$ cat src/core/aovr_pkg.sv
// Purpose: shared constants and types for the overrange monitor
// Assumes: 12-bit two's complement samples, 32-bit APB data
// Notes: register offsets are byte addresses of aligned words
package aovr_pkg;
    // register byte offsets
    localparam logic [7:0] AOVR_OFS_THRESH = 8'h00;
    localparam logic [7:0] AOVR_OFS_CTRL = 8'h04;
    localparam logic [7:0] AOVR_OFS_STATUS = 8'h08;
    localparam logic [7:0] AOVR_OFS_IRQ_STAT = 8'h0C;
    localparam logic [7:0] AOVR_OFS_IRQ_MASK = 8'h10;
    // thresh register fields
    localparam int AOVR_HIGH_LSB = 8;
    localparam int AOVR_LOW_LSB = 0;
    // ctrl register fields
    localparam int AOVR_HOLD_LSB = 0;
    localparam int AOVR_SINGLE_BIT = 7;
    localparam int AOVR_SEL_B_BIT = 6;
    localparam int AOVR_SWAP_BIT = 5;
    localparam int AOVR_CAL_BIT = 4;
    // reset values
    localparam logic [7:0] AOVR_HIGH_RST = 8'hE4;
    localparam logic [7:0] AOVR_LOW_RST = 8'h40;
    localparam logic [2:0] AOVR_HOLD_RST = 3'h0;
    // hold length: 8 << sel cycles
    localparam int AOVR_HOLD_BASE_LOG2 = 3;
    localparam int AOVR_CNT_W = 11;
    localparam int AOVR_SAMPLE_W = 12;
    localparam int AOVR_MAG_W = 8;
    localparam int AOVR_NFLAG = 4;

    typedef struct packed {
        logic [7:0] high_level_threshold;
        logic [7:0] low_level_threshold;
    } aovr_thresh_t;

    typedef struct packed {
        logic single_mode;
        logic single_sel_b;
        logic dual_swap;
        logic cal_run;
    } aovr_route_t;
endpackage

$ cat src/core/aovr_hold.sv
// Purpose: one overrange flag with retriggerable hold counter
// Assumes: hit pulses are already aligned to the sample stream
// Notes: each new hit reloads the count
`timescale 1ns/1ps
module aovr_hold (
    input wire logic pclk,
    input wire logic presetn,
    input wire logic hit,
    input wire logic [2:0] hold_sel,
    output logic flag,
    output logic rise
);
    logic [aovr_pkg::AOVR_CNT_W-1:0] cnt_reg, cnt_next;
    logic flag_reg, flag_next;
    logic [aovr_pkg::AOVR_CNT_W-1:0] load_val;

    // hold length 8,16,...,1024 counted from the latest hit
    always_comb begin
        load_val = aovr_pkg::AOVR_CNT_W'(
            (1 << (aovr_pkg::AOVR_HOLD_BASE_LOG2 + hold_sel)) - 1);
        cnt_next = cnt_reg;
        flag_next = flag_reg;
        if (hit) begin
            cnt_next = load_val; // RL8
            flag_next = 1'b1; // RL4
        end else if (cnt_reg != '0) begin
            cnt_next = cnt_reg - 1'b1;
        end else begin
            flag_next = 1'b0; // RL4
        end
    end

    // state registers only
    always_ff @(posedge pclk or negedge presetn) begin
        if (!presetn) begin
            cnt_reg <= '0;
            flag_reg <= 1'b0;
        end else begin
            cnt_reg <= cnt_next;
            flag_reg <= flag_next;
        end
    end

    assign flag = flag_reg;
    assign rise = hit & ~flag_reg;
endmodule // aovr_hold

$ cat src/core/aovr_monitor.sv
// Purpose: overrange monitor with input routing, APB registers, interrupt
// Assumes: samples arrive per channel on pclk, two per edge pair modelled
//          as rise and fall lanes in single-channel mode
// Notes: analog capture is modelled by digital sample ports
//        flags and data share one two-edge pipe, so a receiver can
//        line a flag up with its sample without extra delay
//        writes to the status word are dropped without an error
//        a new hold length applies from the next hit onwards
//
// How it works
// [RL1] take magnitude of each 12-bit sample, compare its upper eight bits
// [RL2] most negative sample saturates to magnitude 2047, upper bits 255
// [RL3] both channels share the high and low thresholds in dual mode
// [RL4] flag is one when magnitude reaches threshold, else zero
// [RL5] dual mode: each channel gives high flag and low flag
// [RL6] single mode: lanes split over A and B outputs of same index
// [RL7] receiver ORs A and B outputs of same index in single mode
// [RL8] flag holds 8 to 1024 cycles after latest event, restarting
// [RL9] samples are signed two's complement, negative when minus input wins
// [RL10] dual mode samples rising edge only; single uses both edges
// [RL11] dual mode two-way interleave per channel; single four-way
// [RL12] single mode field picks input A or B
// [RL13] dual mode field swaps the two inputs between channels
// [RL14] calibration stops sampling and marks output invalid
// [RL15] thresholds eight bits, hold select three bits 0 to 7
// [RL16] flags registered on pclk with fixed latency from capture
`timescale 1ns/1ps
module aovr_monitor (
    input wire logic pclk,
    input wire logic presetn,
    input wire logic psel,
    input wire logic penable,
    input wire logic pwrite,
    input wire logic [7:0] paddr,
    input wire logic [31:0] pwdata,
    output logic [31:0] prdata,
    output logic pready,
    output logic pslverr,
    // converted codes of the two inputs, rise and fall lanes each
    input wire logic [11:0] analog_input_a_rise,
    input wire logic [11:0] analog_input_a_fall,
    input wire logic [11:0] analog_input_b_rise,
    input wire logic [11:0] analog_input_b_fall,
    output logic [11:0] chan_a_data,
    output logic [11:0] chan_b_data,
    output logic data_valid,
    output logic chan_a_high_flag,
    output logic chan_a_low_flag,
    output logic chan_b_high_flag,
    output logic chan_b_low_flag,
    output logic irq
);
    aovr_pkg::aovr_thresh_t thresh_reg, thresh_next;
    aovr_pkg::aovr_route_t input_routing_reg, input_routing_next;
    logic [2:0] flag_hold_length_sel_reg, flag_hold_length_sel_next;
    logic [3:0] irq_stat_reg, irq_stat_next;
    logic [3:0] irq_mask_reg, irq_mask_next;
    logic [31:0] prdata_reg, prdata_next;
    logic pready_reg, pready_next;
    logic pslverr_reg, pslverr_next;
    logic irq_reg, irq_next;
    logic [11:0] lane_a_reg, lane_a_next;
    logic [11:0] lane_b_reg, lane_b_next;
    logic valid_reg, valid_next;
    logic [11:0] out_a_reg, out_b_reg;
    logic out_valid_reg;
    logic [3:0] hit;
    logic [3:0] flag;
    logic [3:0] rise;
    logic [7:0] mag_a, mag_b;
    logic access;

    // magnitude upper eight bits; -2048 saturates to 2047
    // -2048 has no positive twin in twelve bits, hence the saturation
    function automatic logic [7:0] mag8(input logic [11:0] s);
        logic [10:0] m;
        m = '0;
        if (s == 12'h800) begin
            m = 11'h7FF; // RL2
        end else if (s[11]) begin
            m = 11'((~s) + 12'h001); // RL1
        end else begin
            m = s[10:0]; // RL1
        end
        return m[10:3]; // RL1
    endfunction

    // pipeline: the sample ports land in the lane registers on one edge,
    // the compare on the lanes loads the hold cells on the next, and the
    // data copy waits one stage so flags and samples leave together;
    // the latency is two edges in every mode and routing setting
    // routing and capture: dual uses rise lanes only, single alternates
    // rise and fall lanes of the chosen input across the A and B outputs
    // calibration freezes the lanes, so the last sample stays put
    always_comb begin
        lane_a_next = lane_a_reg;
        lane_b_next = lane_b_reg;
        valid_next = 1'b0;
        if (input_routing_reg.cal_run) begin
            valid_next = 1'b0; // RL14
        end else if (input_routing_reg.single_mode) begin
            // both edges captured, four-way interleave of cores RL10 RL11
            valid_next = 1'b1; // RL10 RL11
            if (input_routing_reg.single_sel_b) begin
                lane_a_next = analog_input_b_rise; // RL12
                lane_b_next = analog_input_b_fall; // RL12
            end else begin
                lane_a_next = analog_input_a_rise; // RL12
                lane_b_next = analog_input_a_fall; // RL12
            end
        end else begin
            valid_next = 1'b1; // RL10 RL11
            if (input_routing_reg.dual_swap) begin
                lane_a_next = analog_input_b_rise; // RL13
                lane_b_next = analog_input_a_rise; // RL13
            end else begin
                lane_a_next = analog_input_a_rise;
                lane_b_next = analog_input_b_rise;
            end
        end
    end

    // threshold compare on the captured lanes, shared thresholds
    // both channels read one register pair, so a write retunes A and B
    // together; the compare is unsigned on the eight magnitude bits
    always_comb begin
        mag_a = mag8(lane_a_reg);
        mag_b = mag8(lane_b_reg);
        hit[0] = valid_reg &&
            (mag_a >= thresh_reg.high_level_threshold); // RL3 RL4 RL5
        hit[1] = valid_reg &&
            (mag_a >= thresh_reg.low_level_threshold); // RL3 RL4 RL5
        hit[2] = valid_reg &&
            (mag_b >= thresh_reg.high_level_threshold); // RL3 RL6
        hit[3] = valid_reg &&
            (mag_b >= thresh_reg.low_level_threshold); // RL3 RL6
    end

    // one hold counter per flag output
    // separate cells keep the flags independent; a shared counter
    // would let a hit on one threshold stretch the other flag
    genvar gi;
    generate
        for (gi = 0; gi < aovr_pkg::AOVR_NFLAG; gi++) begin : g_hold
            aovr_hold u_hold (
                .pclk(pclk),
                .presetn(presetn),
                .hit(hit[gi]),
                .hold_sel(flag_hold_length_sel_reg),
                .flag(flag[gi]),
                .rise(rise[gi])
            );
        end
    endgenerate

    // a transfer completes at the edge that sees pready high
    assign access = psel && penable && pready_reg;

    // register map, one aligned word each:
    //   0x00 thresholds: [7:0] low level, [15:8] high level
    //   0x04 control: [2:0] hold length select, [4] calibration run,
    //        [5] dual swap, [6] single input b, [7] single-channel mode
    //   0x08 status, read only: [3:0] flags, [4] data valid
    //   0x0C interrupt status: set on a flag rise, write one to clear
    //   0x10 interrupt mask, same layout as interrupt status
    //   any other offset answers pslverr and reads as zero
    // the wait state gives the read mux a full cycle; the cost is one
    // extra cycle per access, which software polling never notices
    // apb slave: one wait state, answer on second access cycle
    always_comb begin
        thresh_next = thresh_reg;
        input_routing_next = input_routing_reg;
        flag_hold_length_sel_next = flag_hold_length_sel_reg;
        irq_mask_next = irq_mask_reg;
        prdata_next = prdata_reg;
        pslverr_next = 1'b0;
        pready_next = psel && penable && !pready_reg;
        // set wins over a write-one clear in the same cycle
        // a flag that rises while its clear is written stays pending
        irq_stat_next = irq_stat_reg;
        if (access && pwrite && paddr == aovr_pkg::AOVR_OFS_IRQ_STAT) begin
            irq_stat_next = irq_stat_reg & ~pwdata[3:0];
        end
        irq_stat_next = irq_stat_next | rise;
        if (psel && penable && !pready_reg) begin
            prdata_next = 32'h0000_0000;
            case (paddr)
                aovr_pkg::AOVR_OFS_THRESH: begin
                    prdata_next[aovr_pkg::AOVR_HIGH_LSB +: 8] =
                        thresh_reg.high_level_threshold;
                    prdata_next[aovr_pkg::AOVR_LOW_LSB +: 8] =
                        thresh_reg.low_level_threshold;
                end
                aovr_pkg::AOVR_OFS_CTRL: begin
                    prdata_next[aovr_pkg::AOVR_HOLD_LSB +: 3] =
                        flag_hold_length_sel_reg; // RL15
                    prdata_next[aovr_pkg::AOVR_SINGLE_BIT] =
                        input_routing_reg.single_mode;
                    prdata_next[aovr_pkg::AOVR_SEL_B_BIT] =
                        input_routing_reg.single_sel_b;
                    prdata_next[aovr_pkg::AOVR_SWAP_BIT] =
                        input_routing_reg.dual_swap;
                    prdata_next[aovr_pkg::AOVR_CAL_BIT] =
                        input_routing_reg.cal_run;
                end
                aovr_pkg::AOVR_OFS_STATUS: begin
                    prdata_next[3:0] = flag;
                    prdata_next[4] = out_valid_reg;
                end
                aovr_pkg::AOVR_OFS_IRQ_STAT: begin
                    prdata_next[3:0] = irq_stat_reg;
                end
                aovr_pkg::AOVR_OFS_IRQ_MASK: begin
                    prdata_next[3:0] = irq_mask_reg;
                end
                default: begin
                    pslverr_next = 1'b1;
                end
            endcase
        end
        if (access && pwrite) begin
            case (paddr)
                aovr_pkg::AOVR_OFS_THRESH: begin
                    thresh_next.high_level_threshold =
                        pwdata[aovr_pkg::AOVR_HIGH_LSB +: 8]; // RL15
                    thresh_next.low_level_threshold =
                        pwdata[aovr_pkg::AOVR_LOW_LSB +: 8]; // RL15
                end
                aovr_pkg::AOVR_OFS_CTRL: begin
                    flag_hold_length_sel_next =
                        pwdata[aovr_pkg::AOVR_HOLD_LSB +: 3]; // RL15
                    input_routing_next.single_mode =
                        pwdata[aovr_pkg::AOVR_SINGLE_BIT];
                    input_routing_next.single_sel_b =
                        pwdata[aovr_pkg::AOVR_SEL_B_BIT];
                    input_routing_next.dual_swap =
                        pwdata[aovr_pkg::AOVR_SWAP_BIT];
                    input_routing_next.cal_run =
                        pwdata[aovr_pkg::AOVR_CAL_BIT];
                end
                aovr_pkg::AOVR_OFS_IRQ_MASK: begin
                    irq_mask_next = pwdata[3:0];
                end
                default: begin
                end
            endcase
        end
        irq_next = |(irq_stat_next & irq_mask_next);
    end

    // state registers
    // the data copy stage matches the cycle spent in the hold cells
    always_ff @(posedge pclk or negedge presetn) begin
        if (!presetn) begin
            thresh_reg <= {aovr_pkg::AOVR_HIGH_RST, aovr_pkg::AOVR_LOW_RST};
            input_routing_reg <= '0;
            flag_hold_length_sel_reg <= aovr_pkg::AOVR_HOLD_RST;
            irq_stat_reg <= '0;
            irq_mask_reg <= '0;
            prdata_reg <= '0;
            pready_reg <= 1'b0;
            pslverr_reg <= 1'b0;
            irq_reg <= 1'b0;
            lane_a_reg <= '0;
            lane_b_reg <= '0;
            valid_reg <= 1'b0;
            out_a_reg <= '0;
            out_b_reg <= '0;
            out_valid_reg <= 1'b0;
        end else begin
            thresh_reg <= thresh_next;
            input_routing_reg <= input_routing_next;
            flag_hold_length_sel_reg <= flag_hold_length_sel_next;
            irq_stat_reg <= irq_stat_next;
            irq_mask_reg <= irq_mask_next;
            prdata_reg <= prdata_next;
            pready_reg <= pready_next;
            pslverr_reg <= pslverr_next;
            irq_reg <= irq_next;
            lane_a_reg <= lane_a_next;
            lane_b_reg <= lane_b_next;
            valid_reg <= valid_next;
            // data delayed one stage so it lines up with the flags
            out_a_reg <= lane_a_reg; // RL9 RL16
            out_b_reg <= lane_b_reg; // RL9 RL16
            out_valid_reg <= valid_reg; // RL14 RL16
        end
    end

    // bus and stream outputs come straight from their registers
    assign prdata = prdata_reg;
    assign pready = pready_reg;
    assign pslverr = pslverr_reg;
    assign irq = irq_reg;
    assign chan_a_data = out_a_reg;
    assign chan_b_data = out_b_reg;
    assign data_valid = out_valid_reg;
    // flags already registered in the hold cells RL16
    // the hold cells end in flops, so no logic sits behind these pins
    assign chan_a_high_flag = flag[0]; // RL5
    assign chan_a_low_flag = flag[1]; // RL5
    assign chan_b_high_flag = flag[2]; // RL5 RL6
    assign chan_b_low_flag = flag[3]; // RL5 RL6
endmodule // aovr_monitor

$ cat config.mk
export PLATFORM = sky130hd
export DESIGN_NAME = aovr_monitor
export DESIGN_NICKNAME = d
export VERILOG_FILES = /design/src/core/aovr_pkg.sv /design/src/core/aovr_hold.sv /design/src/core/aovr_monitor.sv
export SDC_FILE = /design/constraint.sdc
export NUM_CORES = 1
export LEC_CHECK = 0
export ABC_AREA = 1
export CAP_MARGIN = 20
export CORE_MARGIN = 2
export CORE_UTILIZATION = 56
export DETAILED_ROUTE_END_ITERATION = 10
export DONT_BUFFER_PORTS = 1
export PLACE_DENSITY_LB_ADDON = 0.08
export SLEW_MARGIN = 20
export SYNTH_ARGS = -nofsm -noshare
export SYNTH_HDL_FRONTEND = slang
export SYNTH_SLANG_ARGS = --single-unit
$ cat constraint.sdc
create_clock -name pclk -period 7.44 [get_ports pclk]
set_clock_uncertainty 0.1 [all_clocks]
set_input_delay 1.488 -clock pclk [delete_from_list [all_inputs] [get_ports pclk]]
set_output_delay 1.488 -clock pclk [all_outputs]
set_load 0.05 [all_outputs]
## Yosys cells after proc, flatten, opt, wreduce, memory -nomap -nowiden

Index checks and enable logic that the tools add are counted.

| word-level totals | value |
|---|---|
| output and inout port bits | 64 |
| logic and storage cells | 124 |
| bits in registers | 148 |
| input bits | 93 |

| operators by class | value |
|---|---|
| equality and inequality tests | 10 |
| shift operators | 1 |
| mux-type cells | 37 |
| add/subtract/negate cells | 8 |
| order comparisons | 4 |
| reductions and logical operators | 23 |
| bitwise gates (word level) | 14 |

Operator list:

| operator | number |
|---|---|
| 2-to-1 mux 11 bit | 12 |
| 2-to-1 mux 12 bit | 6 |
| nonzero test 11 bit | 4 |
| subtractor 11 x 1 -> 11 bit, second input constant | 4 |
| greater-or-equal comparator 8 bit | 4 |
| left shift 1 x 32 -> 11 bit, first input constant | 1 |
| equality test 12 bit, second input constant | 2 |
| adder 11 x 1 -> 11 bit, second input constant | 2 |
| inverter 11 bit | 2 |
| equality test 8 x 4 -> 1 bit, second input constant | 2 |
| one-hot mux 3 bit (5 select lines) | 1 |
| 2-to-1 mux 4 bit | 3 |
| 2-to-1 mux 1 bit | 11 |
| subtractor 11 x 2 -> 11 bit, second input constant | 1 |
| logical AND 1 bit | 9 |
| bitwise AND 4 bit | 2 |
| equality test 8 x 3 -> 1 bit, second input constant | 1 |
| equality test 8 x 5 -> 1 bit, second input constant | 1 |
| zero test 8 bit | 1 |
| 2-to-1 mux 8 bit | 1 |
| != test 2 x 1 -> 1 bit, second input constant | 4 |
| nonzero test 2 bit | 4 |
| one-hot mux 3 bit (2 select lines) | 1 |
| OR reduction 5 bit | 1 |
| 10 further kinds | 17 |

## Logic depth before layout (Yosys ltp)

| logic depth | value |
|---|---|
| depth after elaboration | 10 |
| gate-level depth with buffers | 22 |

## Modules after synthesis

Synthesis repeated with hierarchy kept, for this count alone.

| unflattened totals | value |
|---|---|
| cells, all modules | 1,160 |
| area, all modules | 8,856.0 µm² |

By module, submodules not included:

| module | cells each | instances | area an instance (µm²) |
|---|---|---|---|
| aovr_monitor | 764 | 1 | 5,923.2 |
| aovr_hold | 99 | 4 | 733.2 |

## Least setup slack after synthesis

OpenSTA, ideal clock, no wires.

| path | value |
|---|---|
| kind | input to register |
| from | input port paddr[1] |
| to | register thresh_reg[8] in the netlist's numbering |
| library setup time | 0.125 ns |
| setup slack | 4.853 ns |
| arrival | 2.362 ns |
| cell stages on the path | 7 |
| cells stage by stage | nor2_4 inv_2 nor2_8 nand2_4 inv_4 nand2_4 mux2_4 |

| between the ends | value |
|---|---|
| longest elaborated chain between the ends | 2 |

RTL lines:

| element | RTL line | source |
|---|---|---|
| start: declaration | aovr_monitor.sv:34 | `input wire logic [7:0] paddr,` |
| zero test 8 bit | aovr_monitor.sv:222 | `case (paddr)` |
| AND reduction 2 bit (no line) | n/a |  |
| end signal: assignment | aovr_monitor.sv:255 | `thresh_reg <= {aovr_pkg::AOVR_HIGH_RST, aovr_pkg::AOVR_LOW_RST};` |
| end signal: assignment | aovr_monitor.sv:271 | `thresh_reg <= thresh_next;` |
| end: declaration | aovr_monitor.sv:53 | `aovr_pkg::aovr_thresh_t thresh_reg, thresh_next;` |

No other way between the ends.
A chain may end at the register's enable or synchronous reset.

## Worst setup path in the final report

| path | value |
|---|---|
| from | register lane_b_reg[0] |
| to | register g_hold[3].u_hold.cnt_reg[6] in the netlist's numbering |

| between the ends | value |
|---|---|
| longest elaborated chain between the ends | 7 |

RTL lines:

| element | RTL line | source |
|---|---|---|
| start: declaration | aovr_monitor.sv:63 | `logic [11:0] lane_b_reg, lane_b_next;` |
| start signal: assignment | aovr_monitor.sv:281 | `lane_b_reg <= lane_b_next;` |
| inverter 11 bit | aovr_monitor.sv:81 | `m = 11'((~s) + 12'h001);` |
| adder 11 x 1 -> 11 bit | aovr_monitor.sv:81 |  |
| 2-to-1 mux 11 bit | aovr_monitor.sv:80 | `end else if (s[11]) begin` |
| 2-to-1 mux 11 bit (*) | aovr_monitor.sv:78 | `if (s == 12'h800) begin` |
| greater-or-equal comparator 8 bit (*) | aovr_monitor.sv:136 | `(mag_b >= thresh_reg.low_level_threshold);` |
| logical AND 1 bit (*) | aovr_monitor.sv:135 | `hit[3] = valid_reg &&` |
| 2-to-1 mux 11 bit / nonzero test 2 bit (equally long branches) | n/a |  |
| end signal: assignment | aovr_hold.sv:39 | `cnt_reg <= cnt_next;` |
| end: declaration | aovr_hold.sv:13 | `logic [aovr_pkg::AOVR_CNT_W-1:0] cnt_reg, cnt_next;` |

Every way passes the cells marked *; elsewhere a longest branch is shown, timed or not.

==> results list <==
- Averaged over all synthesized cells, the footprint is 8.117 sq um.
- Total count of max-transition violations in the final report: 0
- Measured against its own limit, the worst slew margin works out to 43.99%.
- Number of antenna violations at the first check in global routing: 0
* Post-synth cell types: 50
- Top Family by Delay on Critical Path: simple AND/OR/NAND/NOR gates
- The top cell type by area accounts for 41.87% of the synthesized area.
- Diode insertion count for antenna repair: 0
* Cell type with the largest total area after synthesis: sky130_fd_sc_hd__dfrtp_1
- Once detailed placement completed, the half-perimeter wirelength came to 14.24 mm.
- Standard-cell row count: 45
* Total leakage power: 4.566 nW
- Height of the chip: 127.5 um
* Clk Latency, worst-skew pair: 0.43 ns
- Yosys attributes the largest share of cell area to sky130_fd_sc_hd__dfrtp_1, sky130_fd_sc_hd__nand2_1, sky130_fd_sc_hd__inv_1.
- After clock tree synthesis, the clock-pin slew on the worst setup and hold paths is 0.06 ns.
* RSZ-0062 raised after global routing: no
* Fin Setup TNS: 0 ns
* Cell area after technology mapping: 8547 sq um
* Class of the most critical hold timing path: flop to flop
- Setup slack on the critical path of the routed design comes to 4.014 ns.
- The register with the most flip-flops in the layout has 44 of them.
- Counting the fill cells in the layout gives 1322.
* Number of H-tree levels: 4
- Number of synthesized register bits: 148
- The cell sitting at the root of the clock tree is a sky130_fd_sc_hd__clkbuf_16.
- Power per Cell Area: 260.8 nW/um^2
* Die footprint: 16270 sq um
- The congestion estimate from routability-driven global placement came to 0.8597.
* Total area of sequential cells: 3710 sq um
* Maximum count of clock buffers along a single path: 2
* Final Hold Viols: 0
* Net count reported at finish: 1172
* Floorplan core area: 15030 sq um
- Across the run, the number of max-cap violations was 0.
- Critical Path Max Stage Delay: 0.39 ns
* Combined area of the multi-input logic cells: 4071 sq um
- The final layout contains routed wiring with a total length of 19.62 mm.
- CTS tree: built
- The first global-routing pass estimated 32.17 mm of wire.
- Post-CTS Hold Fix Bufs: 0
- Prior to clock tree synthesis, the placed netlist has a worst setup slack of 3.980 ns.
* Quantity of I/O buffers inserted on ports: 0
* Minimum clock period after layout: 3.426 ns
* Critical path cell sequence: inv_1 > nand3_1 > nor2_1 > nand4_1 > nor2_1 > nand4_1 > nand2_1 > inv_1 > ha_1 > nand2_1 > nor2_1 > nor2_1 > nand2_1 > nand2_1 > nand2_1 > nand2_1 > inv_2 > nor2_1 > o21ai_0 > nand2_1
- Once the floorplan was initialized, standard cells occupied 56.85% of the core.
- Among all stages on the critical path, the largest delay is contributed by sky130_fd_sc_hd__dfrtp_1.
* Maximum clock frequency: 0.2919 GHz
- Cells after Synth: 1053
- The run finished with clean final reports.
- After detailed routing, the average wire length per cell comes to 15.78 um.
- Type of destination of the critical path: flop
* DRT iter0 DRCs: 469
* Share of cells above drive strength 1: 8.626%
- Relative to the synthesized area, the layout overhead comes to 7.466%.
- Number of clock sinks seen by CTS: 148
- The number of global-route vias before repair was 6267.
* Critical Path Fanout Max: 11
* Pin count of the biggest net entering global routing: 149
- Number of clock buffers inserted by TritonCTS: 17
- Crit-path most repeated cell: sky130_fd_sc_hd__nand2_1
- In this run, post-CTS repair resized a total of 0 instances.
* Worst path bufs/invs: 3
- Post-CTS timing repair inserted 0 buffers for setup.
* Number of routed nets with antenna violations: 0
- Peak supply drop: 0.2086 mV
* Slew at the pin closest to its max-slew limit: 0.8338 ns
- 157 I/O pins were placed.
- Remaining routing DRC violations: 0
* Die span in x: 127.5 um
- For this run, the number of Yosys warnings is 0.
* Data arrival time of the critical path: 3.69 ns
- The share of the Yosys chip area taken by registers is 43.41%.
- Number of vias per cell: 5.399
* Final number of setup-violating endpoints: 0
- The worst path uses 46.05% of the clock period.
- Setup CP Type: flop to flop
- The total overflow left after global routing is 0.
- Data on the critical path is required at its endpoint by 7.70 ns.
* Global-route usage over all layers: 25.35%
- The worst setup path is launched from a flop.
- Summing over every cut layer, the via total after detailed routing is 6711.
- TritonRoute pass-1 iters: 7
==> where the power goes <==
part           switching, mW  leakage (nW)  internal, mW  total (mW)
Combinational          0.264          2.46         0.167       0.431
Sequential             0.149          1.80         0.911        1.06
Clock                  0.344         0.297         0.561       0.905
Total                  0.757          4.57          1.64        2.40
==> cells in the mapped netlist (all sizes together) <==
| cell type | number |
|---|---|
| o21a | 5 |
| o211ai | 24 |
| a21boi | 1 |
| nor3 | 8 |
| a21oi | 49 |
| dfstp | 5 |
| nand4 | 12 |
| o31ai | 7 |
| nand2 | 257 |
| o22ai | 8 |
| mux2 | 1 |
| a21o | 1 |
| a211oi | 1 |
| xor2 | 30 |
| o221ai | 3 |
| o21bai | 1 |
| nand3b | 1 |
| nand3 | 36 |
| buf | 31 |
| nor2 | 95 |
| conb | 2 |
| o21ba | 1 |
| a31oi | 18 |
| ha | 37 |
| dfrtp | 143 |
| xnor2 | 7 |
| mux2i | 9 |
| inv | 142 |
| nor4 | 3 |
| or2 | 1 |
| o21ai | 97 |
| clkbuf | 17 |
==> placed cells by master, fill, tap and decap left out, drive strengths merged, types with 12 or more instances in the layout <==
master | netlist | layout
a21oi | 49 | 49
a31oi | 18 | 18
clkbuf | 17 | 19
conb | 2 | 18
dfrtp | 143 | 143
ha | 37 | 37
inv | 142 | 142
nand2 | 257 | 257
nand3 | 36 | 36
nand4 | 12 | 12
nor2 | 95 | 95
o211ai | 24 | 24
o21ai | 97 | 97
xor2 | 30 | 30
==> cell type report <==
cell class,instances,area share (%)
Sequential cell,148,40.39
Timing Repair Buffer,2,0.1635
Tap cell,188,2.561
Inverter,142,5.830
Clock inverter,13,2.016
Multi-Input combinational cell,731,44.33
Clock buffer,19,4.713
==> logic make-up after synthesis <==
logic type	count (synthesis)	synth area share (%)
AND/OR/NAND/NOR	413	21.71
AO/OA/AOI/OAI	216	14.70
buffers and inverters	190	9.662
flip-flops	148	43.41
adder cells (fa/ha/maj)	37	5.416
XOR/XNOR	37	3.792
multiplexers	10	1.230
other	2	0.08787
==> metal layers <==
metal	part of all wire [%]	up-vias	track usage, %
li1	-	3374	-
met1	44	3134	33.50
met2	49	186	41.90
met3	6.2	17	7.119
met4	0.92	0	5.688
met5	0	-	0
==> worst paths after layout <==
kind / slack, ns / cells after the start / startpoint / to
setup / recovery: 4.01 / 20 / lane_b_reg[0]$_DFFE_PN0N_ / g_hold[3].u_hold.cnt_reg[6]$_DFFE_PN0P_
hold / removal: 0.27 / 0 / lane_b_reg[1]$_DFFE_PN0N_ / chan_b_data[1]$_DFF_PN0_
setup reg to reg: 4.01 / 20 / lane_b_reg[0]$_DFFE_PN0N_ / g_hold[3].u_hold.cnt_reg[6]$_DFFE_PN0P_
hold reg to reg: 0.27 / 0 / lane_b_reg[1]$_DFFE_PN0N_ / chan_b_data[1]$_DFF_PN0_
max in group asynchronous: 6.24 / 0 / presetn / thresh_reg[15]$_DFFE_PN1P_
min in group asynchronous: 0.65 / 0 / presetn / prdata[2]$_DFFE_PN0P_
==> metrics by stage <==
stage	area, sq um	hold slack (ns)	total power, mW	instances	utilization, %
finish	9185	0.2743	2.396	1243	61.10
global route	9185	0.2889	2.528	1243	61.10
CTS	9185	0.2723	2.406	1243	61.10
detailed placement	8567	0.2660	1.500	1211	56.99
global placement	8567	0.2563	1.489	1211	56.99
floorplan	8607	0.2487	1.418	1069	-
(Power assumes the default switching activity.)
